===== src/rtl/ahs_pkg.sv =====
// constants and types for the axis homing sequencer
// Behaviour
// - method code selects one of five searches
// - fixed origin ignores origin switch afterwards
// - homing starts in set direction, high speed
// - methods 0,1: approach switch slows to low
// - method 0: origin after approach on-off
// - method 0: origin ignored while approach on
// - method 0: origin ignored during slowdown
// - method 1: origin with approach on fixes
// - method 1: origin ignored during slowdown
// - method 1: limit handled as method 0
// - method 2: approach reverses high, then low
// - method 2: approach on low pass fixes
// - method 3: limit reverses low, origin fixes
// - method 4: limit reverses low, leaving fixes
// - speed mode runs until stop command
// - switch command or input turns speed to position
// - switch command turns position to speed
// - position move absolute or incremental to goal
// - inhibit release option 0 keeps, 1 releases
// - done 1 on success, 0 with error code
package ahs_pkg;
    localparam int ADDR_W = 8;
    localparam logic [7:0] OFS_CMD = 8'h00;
    localparam logic [7:0] OFS_HCFG = 8'h04;
    localparam logic [7:0] OFS_ORIGIN = 8'h08;
    localparam logic [7:0] OFS_HSPD = 8'h0c;
    localparam logic [7:0] OFS_ACC = 8'h10;
    localparam logic [7:0] OFS_OPSPD = 8'h14;
    localparam logic [7:0] OFS_GOAL = 8'h18;
    localparam logic [7:0] OFS_MODE = 8'h1c;
    localparam logic [7:0] OFS_STAT = 8'h20;
    localparam logic [7:0] OFS_POS = 8'h24;
    localparam logic [7:0] OFS_SPEED = 8'h28;
    localparam logic [3:0] CMD_HOME = 4'h1;
    localparam logic [3:0] CMD_POS = 4'h2;
    localparam logic [3:0] CMD_SPD = 4'h3;
    localparam logic [3:0] CMD_STOP = 4'h4;
    localparam logic [3:0] CMD_SWSP = 4'h5;
    localparam logic [3:0] CMD_SWPS = 4'h6;
    localparam logic [3:0] CMD_INH = 4'h7;
    localparam logic [7:0] ERR_NONE = 8'h00;
    localparam logic [7:0] ERR_AXIS = 8'h01;
    localparam logic [7:0] ERR_BUSY = 8'h02;
    localparam logic [7:0] ERR_INH = 8'h03;
    localparam logic [7:0] ERR_STATE = 8'h04;
    localparam logic [7:0] ERR_CMD = 8'h05;
    localparam logic [2:0] METHOD_MAX = 3'd4;
    localparam logic [15:0] HI_SPD_RST = 16'h0100;
    localparam logic [15:0] LO_SPD_RST = 16'h0010;
    localparam logic [15:0] ACC_RST = 16'h0008;
    localparam logic [15:0] OP_SPD_RST = 16'h0080;
    typedef enum logic [3:0] {
        S_IDLE, S_HIGH, S_DEC, S_LOW, S_REV, S_POS, S_SPD, S_STOP
    } ahs_state_e;
endpackage : ahs_pkg


===== src/rtl/ahs_axis_homing_sequencer.sv =====
// single-axis homing and motion sequencer with wishbone registers
//
// Implementation choices: the Wishbone slave port and the address map.
`timescale 1ns/1ps
`default_nettype none
module ahs_axis_homing_sequencer #(
    parameter logic AXIS_ID = 1'b0
) (
    // clock and reset
    input wire logic sys_clk_i,
    input wire logic reset_i,
    // wishbone slave
    input wire logic wb_cyc_i,
    input wire logic wb_stb_i,
    input wire logic wb_we_i,
    input wire logic [ahs_pkg::ADDR_W-1:0] wb_adr_i,
    input wire logic [3:0] wb_sel_i,
    input wire logic [31:0] wb_dat_i,
    output logic [31:0] wb_dat_o,
    output logic wb_ack_o,
    // machine switches
    input wire logic dog_i,
    input wire logic home_i,
    input wire logic lim_up_i,
    input wire logic lim_lo_i,
    input wire logic switch_i,
    // drive side
    output logic [15:0] speed_o,
    output logic dir_o,
    output logic drive_en_o,
    output logic [31:0] pos_o,
    output logic busy_o,
    output logic done_o,
    output logic homed_o
);
    import ahs_pkg::*;

    typedef struct packed {
        ahs_state_e st;
        ahs_state_e rnext;
        logic [15:0] rtgt;
        logic dir;
        logic [15:0] spd;
        logic [15:0] tgt;
        logic [31:0] pos;
        logic [31:0] goal;
        logic [1:0] rev;
        logic armed;
        logic homed;
        logic drv_en;
        logic busy;
        logic done;
        logic [7:0] err;
        logic [2:0] method;
        logic hdir;
        logic [31:0] origin;
        logic [15:0] hi;
        logic [15:0] lo;
        logic [15:0] acc;
        logic [15:0] opspd;
        logic [31:0] opgoal;
        logic incr;
        logic sdir;
        logic ack;
        logic [31:0] rdat;
        logic [4:0] s1;
        logic [4:0] s2;
        logic [4:0] s3;
    } ahs_q_s;
    ahs_q_s q_r;
    ahs_q_s q_nxt;
    logic fix;
    logic cmd_wr;
    logic [7:0] ecode;
    logic homing;
    logic dog;
    logic dog_rise;
    logic home_rise;
    logic lim_rise;
    logic lim_fall;
    logic sw_rise;
    logic [4:0] pins;
    function automatic logic [15:0] ahs_ramp(input logic [15:0] c, input logic [15:0] t,
                                             input logic [15:0] a);
        if (c < t) begin
            ahs_ramp = (t - c > a) ? c + a : t;
        end else begin
            ahs_ramp = (c - t > a) ? c - a : t;
        end
    endfunction : ahs_ramp
    function automatic logic [31:0] ahs_merge(input logic [31:0] o, input logic [31:0] d,
                                              input logic [3:0] s);
        ahs_merge = o;
        for (int i = 0; i < 4; i++) begin
            if (s[i]) ahs_merge[i*8+:8] = d[i*8+:8];
        end
    endfunction : ahs_merge
    assign pins = {switch_i, lim_lo_i, lim_up_i, home_i, dog_i};
    // edges compare the second and third stages; a pulse shorter than a clock may vanish
    assign dog = q_r.s2[0];
    assign dog_rise = q_r.s2[0] && !q_r.s3[0];
    assign homing = (q_r.st == S_HIGH) || (q_r.st == S_DEC) || (q_r.st == S_LOW)
                    || (q_r.st == S_REV);
    // origin input is looked at only while a search runs
    assign home_rise = homing && q_r.s2[1] && !q_r.s3[1];
    assign lim_rise = (q_r.s2[2] | q_r.s2[3]) && !(q_r.s3[2] | q_r.s3[3]);
    assign lim_fall = !(q_r.s2[2] | q_r.s2[3]) && (q_r.s3[2] | q_r.s3[3]);
    assign sw_rise = q_r.s2[4] && !q_r.s3[4];
    always_comb begin
        logic [31:0] w;
        logic [31:0] g;
        logic [31:0] rem;
        logic [3:0] c;
        w = '0;
        g = '0;
        rem = '0;
        c = wb_dat_i[3:0];
        q_nxt = q_r;
        fix = 1'b0;
        cmd_wr = 1'b0;
        ecode = ERR_NONE;
        q_nxt.s1 = pins;
        q_nxt.s2 = q_r.s1;
        q_nxt.s3 = q_r.s2;
        // one-cycle ack, dropped after each beat so every access sees a gap
        q_nxt.ack = 1'b0;
        if (wb_cyc_i && wb_stb_i && !q_r.ack) begin
            q_nxt.ack = 1'b1;
            q_nxt.rdat = '0;
            if (wb_we_i) begin
                // search parameters stay as written until the host changes them
                if (wb_adr_i == OFS_CMD) begin
                    cmd_wr = wb_sel_i[0];
                end else if (wb_adr_i == OFS_HCFG) begin
                    w = ahs_merge({28'h0, q_r.hdir, q_r.method}, wb_dat_i, wb_sel_i);
                    q_nxt.method = w[2:0];
                    q_nxt.hdir = w[3];
                end else if (wb_adr_i == OFS_ORIGIN) begin
                    q_nxt.origin = ahs_merge(q_r.origin, wb_dat_i, wb_sel_i);
                end else if (wb_adr_i == OFS_HSPD) begin
                    {q_nxt.lo, q_nxt.hi} = ahs_merge({q_r.lo, q_r.hi}, wb_dat_i, wb_sel_i);
                end else if (wb_adr_i == OFS_ACC) begin
                    w = ahs_merge({16'h0, q_r.acc}, wb_dat_i, wb_sel_i);
                    q_nxt.acc = w[15:0];
                end else if (wb_adr_i == OFS_OPSPD) begin
                    w = ahs_merge({16'h0, q_r.opspd}, wb_dat_i, wb_sel_i);
                    q_nxt.opspd = w[15:0];
                end else if (wb_adr_i == OFS_GOAL) begin
                    q_nxt.opgoal = ahs_merge(q_r.opgoal, wb_dat_i, wb_sel_i);
                end else if (wb_adr_i == OFS_MODE) begin
                    w = ahs_merge({30'h0, q_r.sdir, q_r.incr}, wb_dat_i, wb_sel_i);
                    q_nxt.incr = w[0];
                    q_nxt.sdir = w[1];
                end
            end else begin
                if (wb_adr_i == OFS_HCFG) begin
                    q_nxt.rdat = {28'h0, q_r.hdir, q_r.method};
                end else if (wb_adr_i == OFS_ORIGIN) begin
                    q_nxt.rdat = q_r.origin;
                end else if (wb_adr_i == OFS_HSPD) begin
                    q_nxt.rdat = {q_r.lo, q_r.hi};
                end else if (wb_adr_i == OFS_ACC) begin
                    q_nxt.rdat = {16'h0, q_r.acc};
                end else if (wb_adr_i == OFS_OPSPD) begin
                    q_nxt.rdat = {16'h0, q_r.opspd};
                end else if (wb_adr_i == OFS_GOAL) begin
                    q_nxt.rdat = q_r.opgoal;
                end else if (wb_adr_i == OFS_MODE) begin
                    q_nxt.rdat = {30'h0, q_r.sdir, q_r.incr};
                end else if (wb_adr_i == OFS_STAT) begin
                    q_nxt.rdat = {8'h0, q_r.err, 4'h0, q_r.st, 3'h0, q_r.dir,
                                  q_r.drv_en, q_r.homed, q_r.done, q_r.busy};
                end else if (wb_adr_i == OFS_POS) begin
                    q_nxt.rdat = q_r.pos;
                end else if (wb_adr_i == OFS_SPEED) begin
                    q_nxt.rdat = {16'h0, q_r.spd};
                end
            end
        end
        // motion: speed ramps toward target, position integrates speed
        q_nxt.spd = ahs_ramp(q_r.spd, q_r.tgt, q_r.acc);
        if (q_r.st != S_IDLE) begin
            q_nxt.pos = q_r.dir ? q_r.pos - {16'h0, q_r.spd} : q_r.pos + {16'h0, q_r.spd};
        end
        case (q_r.st)
            S_HIGH: begin
                case (q_r.method)
                    3'd0, 3'd1: begin
                        if (dog_rise) begin
                            q_nxt.st = S_DEC;
                            q_nxt.tgt = q_r.lo;
                            q_nxt.armed = 1'b0;
                        end
                    end
                    3'd2: begin
                        if (dog_rise) begin
                            q_nxt.st = S_REV;
                            q_nxt.tgt = '0;
                            q_nxt.rev = 2'd1;
                            q_nxt.rtgt = (q_r.rev == 2'd0) ? q_r.hi : q_r.lo;
                            q_nxt.rnext = (q_r.rev == 2'd0) ? S_HIGH : S_LOW;
                        end
                    end
                    default: begin
                        if (lim_rise) begin
                            q_nxt.st = S_REV;
                            q_nxt.tgt = '0;
                            q_nxt.rtgt = q_r.lo;
                            q_nxt.rnext = S_LOW;
                        end
                    end
                endcase
            end
            S_DEC: begin
                // origin edges here are dropped on purpose
                if (q_r.spd == q_r.tgt) begin
                    q_nxt.st = S_LOW;
                end
            end
            S_REV: begin
                if (q_r.spd == 16'h0) begin
                    q_nxt.dir = !q_r.dir;
                    q_nxt.tgt = q_r.rtgt;
                    q_nxt.st = q_r.rnext;
                end
            end
            S_LOW: begin
                case (q_r.method)
                    3'd0: begin
                        if (!dog) begin
                            q_nxt.armed = 1'b1;
                        end
                        fix = home_rise && q_r.armed && !dog;
                    end
                    3'd1: fix = home_rise && dog;
                    3'd2: fix = dog_rise;
                    3'd3: fix = home_rise;
                    default: fix = lim_fall;
                endcase
                // in methods 0 and 1, a limit during the slow search turns the axis back at low speed
                if (lim_rise && q_r.method <= 3'd1 && !fix) begin
                    q_nxt.st = S_REV;
                    q_nxt.tgt = '0;
                    q_nxt.rtgt = q_r.lo;
                    q_nxt.rnext = S_LOW;
                end
            end
            S_POS: begin
                rem = q_r.dir ? q_r.pos - q_r.goal : q_r.goal - q_r.pos;
                if (rem <= {16'h0, q_r.spd}) begin
                    q_nxt.pos = q_r.goal;
                    q_nxt.spd = '0;
                    q_nxt.tgt = '0;
                    q_nxt.st = S_IDLE;
                    q_nxt.done = 1'b1;
                end
            end
            S_SPD: begin
                if (sw_rise) begin
                    g = q_r.pos + q_r.opgoal;
                    q_nxt.goal = g;
                    q_nxt.dir = $signed(g) < $signed(q_r.pos);
                    q_nxt.st = S_POS;
                end
            end
            S_STOP: begin
                if (q_r.spd == 16'h0) begin
                    q_nxt.st = S_IDLE;
                    q_nxt.done = 1'b1;
                end
            end
            default: begin
            end
        endcase
        if (fix) begin
            q_nxt.pos = q_r.origin;
            q_nxt.homed = 1'b1;
            q_nxt.spd = '0;
            q_nxt.tgt = '0;
            q_nxt.st = S_IDLE;
            q_nxt.done = 1'b1;
        end
        if (cmd_wr) begin
            if (wb_dat_i[4] != AXIS_ID) begin
                ecode = ERR_AXIS;
            end else if (c == CMD_INH) begin
                if (wb_dat_i[5]) begin
                    q_nxt.drv_en = 1'b1;
                end
                q_nxt.done = 1'b1;
                q_nxt.err = ERR_NONE;
            end else if (c == CMD_STOP) begin
                if (q_nxt.st == S_IDLE) begin
                    q_nxt.done = 1'b1;
                    q_nxt.err = ERR_NONE;
                end else begin
                    q_nxt.st = S_STOP;
                    q_nxt.tgt = '0;
                end
            end else if (c == CMD_SWSP) begin
                if (q_r.st == S_SPD) begin
                    g = q_r.pos + q_r.opgoal;
                    q_nxt.goal = g;
                    q_nxt.dir = $signed(g) < $signed(q_r.pos);
                    q_nxt.st = S_POS;
                end else begin
                    ecode = ERR_STATE;
                end
            end else if (c == CMD_SWPS) begin
                if (q_r.st == S_POS) begin
                    q_nxt.st = S_SPD;
                    q_nxt.tgt = q_r.opspd;
                end else begin
                    ecode = ERR_STATE;
                end
            end else if (q_r.st != S_IDLE) begin
                ecode = ERR_BUSY;
            end else if (!q_r.drv_en) begin
                ecode = ERR_INH;
            end else if (c == CMD_HOME && q_r.method <= METHOD_MAX) begin
                q_nxt.st = S_HIGH;
                q_nxt.dir = q_r.hdir;
                q_nxt.tgt = q_r.hi;
                q_nxt.rev = 2'd0;
                q_nxt.armed = 1'b0;
                q_nxt.homed = 1'b0;
                q_nxt.done = 1'b0;
                q_nxt.err = ERR_NONE;
            end else if (c == CMD_POS) begin
                g = q_r.incr ? q_r.pos + q_r.opgoal : q_r.opgoal;
                q_nxt.goal = g;
                q_nxt.dir = $signed(g) < $signed(q_r.pos);
                q_nxt.tgt = q_r.opspd;
                q_nxt.st = S_POS;
                q_nxt.done = 1'b0;
                q_nxt.err = ERR_NONE;
            end else if (c == CMD_SPD) begin
                q_nxt.st = S_SPD;
                q_nxt.dir = q_r.sdir;
                q_nxt.tgt = q_r.opspd;
                q_nxt.done = 1'b0;
                q_nxt.err = ERR_NONE;
            end else begin
                ecode = ERR_CMD;
            end
        end
        if (ecode != ERR_NONE) begin
            q_nxt.done = 1'b0;
            q_nxt.err = ecode;
        end
        q_nxt.busy = (q_nxt.st != S_IDLE);
    end
    always_ff @(posedge sys_clk_i) begin
        if (reset_i) begin
            q_r <= '0;
            q_r.hi <= HI_SPD_RST;
            q_r.lo <= LO_SPD_RST;
            q_r.acc <= ACC_RST;
            q_r.opspd <= OP_SPD_RST;
        end else begin
            q_r <= q_nxt;
        end
    end
    assign wb_dat_o = q_r.rdat;
    assign wb_ack_o = q_r.ack;
    assign speed_o = q_r.spd;
    assign dir_o = q_r.dir;
    assign drive_en_o = q_r.drv_en;
    assign pos_o = q_r.pos;
    assign busy_o = q_r.busy;
    assign done_o = q_r.done;
    assign homed_o = q_r.homed;
endmodule : ahs_axis_homing_sequencer
`default_nettype wire


===== config.mk =====
export PLATFORM = sky130hd
export DESIGN_NAME = ahs_axis_homing_sequencer
export DESIGN_NICKNAME = d
export VERILOG_FILES = /design/src/rtl/ahs_pkg.sv /design/src/rtl/ahs_axis_homing_sequencer.sv
export SDC_FILE = /design/constraint.sdc
export NUM_CORES = 2
export LEC_CHECK = 0
export ABC_AREA = 1
export BUFFER_PORTS_ARGS = -buffer_cell sky130_fd_sc_hd__buf_2
export CORE_MARGIN = 2
export CORE_UTILIZATION = 36
export DETAILED_ROUTE_END_ITERATION = 10
export GPL_TIMING_DRIVEN = 0
export HOLD_SLACK_MARGIN = 0.08
export PLACE_DENSITY_LB_ADDON = 0.2
export SETUP_SLACK_MARGIN = 0.02
export SLEW_MARGIN = 20
export SYNTH_ARGS = -nofsm -noshare
export SYNTH_HDL_FRONTEND = slang
export SYNTH_SLANG_ARGS = --single-unit

===== constraint.sdc =====
create_clock -name sys_clk_i -period 4.2 [get_ports sys_clk_i]
set_input_delay 0.42 -clock sys_clk_i [delete_from_list [all_inputs] [get_ports sys_clk_i]]
set_output_delay 0.42 -clock sys_clk_i [all_outputs]
set_load 0.1 [all_outputs]

* Word-level counts from Yosys, hierarchy flattened
Cells that the tools add are included.
Widths: inputs -> output; s select.
** Word-level totals
- Register bits after elaboration :: 318
- Latch bits :: 0
- Memory bits (writable) :: 0
- Memory bits (read-only) :: 0
- Input bits :: 54
- Output and inout port bits :: 86
- Logic and storage cells :: 316
- Memories kept :: 0
** Operators by class
- Add/subtract/negate cells :: 9
- Multipliers :: 0
- Div/mod/pow operators :: 0
- Magnitude comparators :: 8
- Equality and inequality tests :: 37
- Shifts and indexed selects :: 0
- Mux-type cells :: 150
- Bitwise operators :: 10
- Reduce and logical (&&, ||, !) cells :: 62
** Operators with widths (number)
- $mux 32 :: 21
- $mux 16 :: 24
- $mux 36 :: 5
- $mux 9 :: 12
- $mux 4 :: 23
- $mux 8 :: 11
- $pmux 20 s2 :: 2
- $mux 37 :: 2
- $mux 24 :: 3
- $lt 32x32->1 :: 2
- $mux 64 :: 1
- $pmux 16 s4 :: 1
- $sub 32x32->32 :: 2
- $mux 48 :: 1
- $sub 16x16->16 :: 3
- $reduce_and 10->1 :: 4
- $mux 33 :: 1
- $add 32x16->32 :: 1
- $add 32x32->32 :: 1
- $eq 4x3->1 const B :: 8
- $eq 8x5->1 const B :: 4
- $gt 16x16->1 :: 2
- $le 32x16->1 :: 1
- $pmux 16 s2 :: 1
- 49 further kinds :: 140

* Depth between registers and ports, before layout
- Depth in word-level cells :: 27
- Depth in mapped cells :: 38
- Depth with buffers taken out :: 38

* Least setup slack after synthesis
Ideal clock, no wire load.
- Kind :: flip-flop to flip-flop
- From :: register q_r, in the netlist dir_o
- To :: register q_r, in the netlist pos_o[24]
- Library setup time :: 112 ps
- Arrival time :: 4658 ps
- Slack :: -570 ps
- Stages on the path, launching flop included :: 26
- Path buffers :: 5
- Period minus slack after synthesis :: 4770 ps
- Cell sequence :: dfxtp_1 > clkbuf_2 > buf_2 > buf_1 > clkbuf_1 > clkbuf_1 > nor2_1 > xor2_1 > ha_1 > nand3_1 > nand3_1 > a21oi_1 > o21ai_0 > inv_1 > nor2_1 > nor2_1 > o21ai_0 > a21oi_1 > o21bai_1 > nand2_1 > o211ai_1 > a21oi_1 > o21ai_0 > nand3_1 > nand2_1 > nand2_1
** Between the ends
- Cells in the longest elaborated chain, start to end :: 5
- Elaborated cells between the ends (all ways) :: 7
** Ends and longest elaborated chain
- start, declared :: RTL line ahs_axis_homing_sequencer.sv:70 : ahs_q_s q_r;
- start signal, assigned :: RTL line ahs_axis_homing_sequencer.sv:361 : q_r <= q_nxt;
- $mux 32 (on tied branches) :: RTL line ahs_axis_homing_sequencer.sv:249, ahs_axis_homing_sequencer.sv:183
- $le 32x16->1 / $mux 32 (equally long branches) :: RTL line ahs_axis_homing_sequencer.sv:250, ahs_axis_homing_sequencer.sv:182
- $mux 64 :: RTL line ahs_axis_homing_sequencer.sv:250 : if (rem <= {16'h0, q_r.spd}) begin
- $mux 32 (*) :: RTL line ahs_axis_homing_sequencer.sv:185 : case (q_r.st)
- $mux 48 (*) :: RTL line ahs_axis_homing_sequencer.sv:275 : if (fix) begin
Mark *: on every way between the ends. The rest lies on a longest branch, timed or not.
A chain may end at the register's enable or synchronous reset.

* Final worst setup path
- From :: register q_r, in the netlist pos_o[0]
- To :: register q_r, in the netlist dir_o
** Between the ends
- Cells in the longest elaborated chain, start to end :: 15
- Elaborated cells between the ends (all ways) :: 18
** Ends and longest elaborated chain
- $add 32x32->32 :: RTL line ahs_axis_homing_sequencer.sv:260, ahs_axis_homing_sequencer.sv:302, ahs_axis_homing_sequencer.sv:330
- $lt 32x32->1 :: RTL line ahs_axis_homing_sequencer.sv:262, ahs_axis_homing_sequencer.sv:304
- $mux 1 :: RTL line ahs_axis_homing_sequencer.sv:259 : if (sw_rise) begin
- $pmux 1 s2 :: RTL line ahs_axis_homing_sequencer.sv:185
- $mux 1 :: RTL line ahs_axis_homing_sequencer.sv:337 : end else if (c == CMD_SPD) begin
- $mux 1 :: RTL line ahs_axis_homing_sequencer.sv:329 : end else if (c == CMD_POS) begin
- $mux 1 :: RTL line ahs_axis_homing_sequencer.sv:320 : end else if (c == CMD_HOME && q_r.method <= METHOD_MAX) begin
- $mux 1 :: RTL line ahs_axis_homing_sequencer.sv:318 : end else if (!q_r.drv_en) begin
- $mux 1 :: RTL line ahs_axis_homing_sequencer.sv:316 : end else if (q_r.st != S_IDLE) begin
- $mux 1 :: RTL line ahs_axis_homing_sequencer.sv:309 : end else if (c == CMD_SWPS) begin
- $mux 1 :: RTL line ahs_axis_homing_sequencer.sv:300 : end else if (c == CMD_SWSP) begin
- $mux 1 :: RTL line ahs_axis_homing_sequencer.sv:292 : end else if (c == CMD_STOP) begin
- $mux 1 :: RTL line ahs_axis_homing_sequencer.sv:286 : end else if (c == CMD_INH) begin
- $mux 1 :: RTL line ahs_axis_homing_sequencer.sv:284 : if (wb_dat_i[4] != AXIS_ID) begin
- $mux 1 (*) :: RTL line ahs_axis_homing_sequencer.sv:283 : if (cmd_wr) begin
Marks and branches as above.

==> flow_metrics.tcl <==
set metrics [dict create \
    crit_fanout 5 \
    setup_viol 71 \
    yosys.area_share.simple_pct 24.79 \
    first_pass_iters 7 \
    ir_drop_v 0.0003547 \
    combPwrFrac_pct 70.3 \
    power_frac_clock_pct 14.1 \
    wl_met2_um 66760 \
    violations "negative setup slack" \
    hold_path_class "in -> reg" \
    rsz0062_at_grt "yes" \
    antenna_found_initial 4 \
    initial_core_util_pct 36.35 \
    skew_ns 0.03148 \
    synth_nets 5065 \
    core_um2 82110 \
    max-cap-violations 0 \
    clk_pin_slew_ns 0.07 \
    routed.top_layer "met5" \
    synth_xor_area_share_pct 3.375 \
    yosysTopAreaCell "dfxtp_1" \
    report.final.slew_viol_count 0 \
    area_growth_syn_to_layout_pct 21.12 \
    final_core_util_pct 44.02 \
    synth_edf_count 0 \
    cts_root_buffer "clkbuf_16" \
    seq_power_share_pct 15.5 \
    ys.warnings.count 0 \
    tightest_slew_ns 1.149 \
    fill_cells 8902 \
    cts_tree "done" \
    power.switching_mw 13.44 \
    grt_pass1_vias 32250 \
    synthDistinctLibCells 64 \
    finalHoldViolations 0 \
    max_stage_delay_ns 0.39 \
    vias 34970 \
    synth_seq_area_share_pct 20.86 \
    dp_hpwl_um 127700 \
    clock-sinks 311 \
    crit_type "reg -> reg" \
    relSlewSlack_pct 23.09 \
    clockBufferDepth 3 \
    grt_use_total_pct 35.37 \
    chipHeight_um 291.9 \
    synth_top_family_by_area "compound AO/OA/AOI/OAI gates" \
    nets 5371 \
    ant_nets 0 \
    p_sw_share_pct 55.34 \
    power.density_nw_per_um2 671.7 \
    wire_per_inst_um 25.63 \
    grt_max_degree 14 \
    synth_area_leaders "dfxtp_1 (21%), nand2_1 (13%), ha_1 (12%)" \
    clock.fmax_mhz 220.8 \
    p_leak_nw 16.63 \
    total_power_mw 24.28 \
    end_kind "flop" \
    avgSynthCellArea_um2 6.343 \
    synth.top_cell.area_share_pct 20.86 \
    dr_wl_met3_um 15130 \
    status "complete, but fails checks" \
    wl_met1_um 65900 \
    die_x_um 291.9 \
    p_int_mw 10.84 \
    drc 0 \
    die_area_um2 85220 \
    setup_ws_ns -0.3283 \
    cp.arrival_ns 5.02 \
    required_ns 4.69 \
    placementRows 105 \
    numCtsBuffers 36 \
    gp_congestion 1.064 \
    htreeDepth 2 \
    slowest_stage "dfxtp_4" \
    worstSkewPairLatency_ns 0.58 \
    synth-main-ff-cell "dfxtp_1" \
    finalCritPeriodShare_pct 107.8 \
    synthesis.area_um2 29840 \
    avgViaCountPerCell 5.724 \
    portBuffers 135 \
    synth_compound_area_share_pct 24.99 \
    regArea_um2 6361 \
    async_flop_share_pct 0 \
    io_pins 140 \
    synth_seq_cells 311 \
    finalWirelength_um 156600 \
    crit_path_frequent_cell "nand2_1" \
    synthAdderAreaFrac_pct 13.03 \
    synthMuxAreaShare_pct 0.03354 \
    grt_pass1_wl_um 220400 \
    startpoint_type "flop" \
    first_iter_violations 3885 \
    drive_gt1_share_pct 17.29 \
    period_needed_ns 4.528 \
    multiInputGateArea_um2 21320 \
    overflow 0 \
    netlist_instances 4705 \
]
worst max-delay path, delay by kind of cell, from the launching register on:
| kind | cells | cell delay, ns |
|---|---|---|
| compound gates | 6 | 1.03 |
| xor+xnor | 2 | 0.36 |
| buf+inv | 3 | 0.17 |
| simple gates | 17 | 1.67 |
| fa+ha+maj | 3 | 0.83 |
| flops | 1 | 0.39 |
worst paths after layout:
| check | to | cells past startpoint | slack (ns) | from |
|---|---|---|---|---|
| min | q_r[144]$_SDFFE_PP0P_ | 3 | 0.15 | wb_dat_i[14] |
| min reg2reg | q_nxt[2]$_SDFF_PP0_ | 2 | 0.40 | q_nxt[7]$_SDFF_PP0_ |
| max reg2reg | dir_o$_SDFF_PP0_ | 31 | -0.33 | pos_o[0]$_SDFF_PP0_ |
| max | dir_o$_SDFF_PP0_ | 31 | -0.33 | pos_o[0]$_SDFF_PP0_ |
power by group through the flow:
| stage | clock, mW | sequential [mW] | combinational (mW) |
|---|---|---|---|
| floorplan | 0 | 3.51 | 10.7 |
| global placement | 0 | 3.78 | 14.6 |
| detailed placement | 0 | 3.78 | 14.7 |
| CTS | 3.45 | 3.74 | 16.0 |
| global route | 3.55 | 3.77 | 18.6 |
| finish | 3.43 | 3.77 | 17.1 |
layout make-up:
cell class / instances / area share (%)
Multi-Input combinational cell: 3464 / 58.98
Sequential cell: 311 / 17.60
Inverter: 682 / 7.394
Timing Repair Buffer: 274 / 5.071
Buffer: 242 / 3.808
Tap cell: 1070 / 3.704
Clock buffer: 49 / 2.797
Clock inverter: 17 / 0.6404
Antenna cell: 1 / 0.006923
through the flow:
step / setup slack [ns] / cells / hold slack [ns] / area (um2) / TNS [ns]
6_report: -0.3283 / 6110 / 0.1504 / 36150 / -11.47
5_1_grt: -0.5139 / 6109 / 0.1457 / 36140 / -26.15
4_1_cts: -0.3679 / 6076 / 0.1274 / 35280 / -11.45
3_5_place_dp: -1.917 / 5911 / 0.3955 / 31890 / -101.98
3_3_place_gp: -1.963 / 5910 / 0.3901 / 31860 / -110.81
2_1_floorplan: 0.07611 / 4705 / 0.3883 / 29850 / 0
cell families after synthesis:
kind of cell	Yosys count
AOI/OAI and AO/OA	1270
xor gates and xnor gates	115
adders and majority gates	306
buffers and inverters	931
DFF	311
muxes	1
and+or+nand+nor	1771
routing by layer:
metal	vias up	GRT usage, %
met5	-	0
met4	4	16.31
met3	352	5.747
met2	1778	55.08
met1	16510	47.71
li1	16320	-
placed cells by master (no fill, tap or decap), types with 38 or more instances in the layout:
cell type	instances
o211ai_1	92
o221ai_1	42
ha_1	264
dfxtp_1	261
nand2_1	1002
nor3_1	49
clkbuf_16	38
xor2_1	83
clkbuf_1	129
inv_1	623
buf_2	147
nand4_1	44
a21oi_1	452
o21ai_1	45
o21ai_0	326
nand3_1	132
buf_4	210
a211oi_1	82
nand2_2	53
nor2_1	330
registers in the layout (all words and copies together), names as in the netlist:
name,cells
busy_o,1
dir_o,1
dog,1
done_o,1
drive_en_o,1
homed_o,1
pos_o,32
q_nxt,9
q_r,215
speed_o,16
wb_ack_o,1
wb_dat_o,32
repair_timing:
item                                    CTS  global route
hold buffers                              5             0
cloned                                    4             0
resized for setup                       357           173
endpoints found under the setup margin   73            73
setup buffers                            97            33
pin swaps                                85            94
hold endpoints to repair                  5             0
synth_stat cells (17+ instances only):
cell,count
a211oi_1,86
a21oi_1,493
a221oi_1,33
buf_2,17
buf_4,82
clkbuf_1,135
dfxtp_1,311
ha_1,298
inv_1,665
nand2_1,1064
nand3_1,160
nand4_1,44
nor2_1,350
nor3_1,58
o211ai_1,92
o21ai_0,356
o21ai_1,38
o21bai_1,18
o221ai_1,45
o22ai_1,20
xnor2_1,27
xor2_1,88
Note: power is estimated with default switching activity, not from simulation.
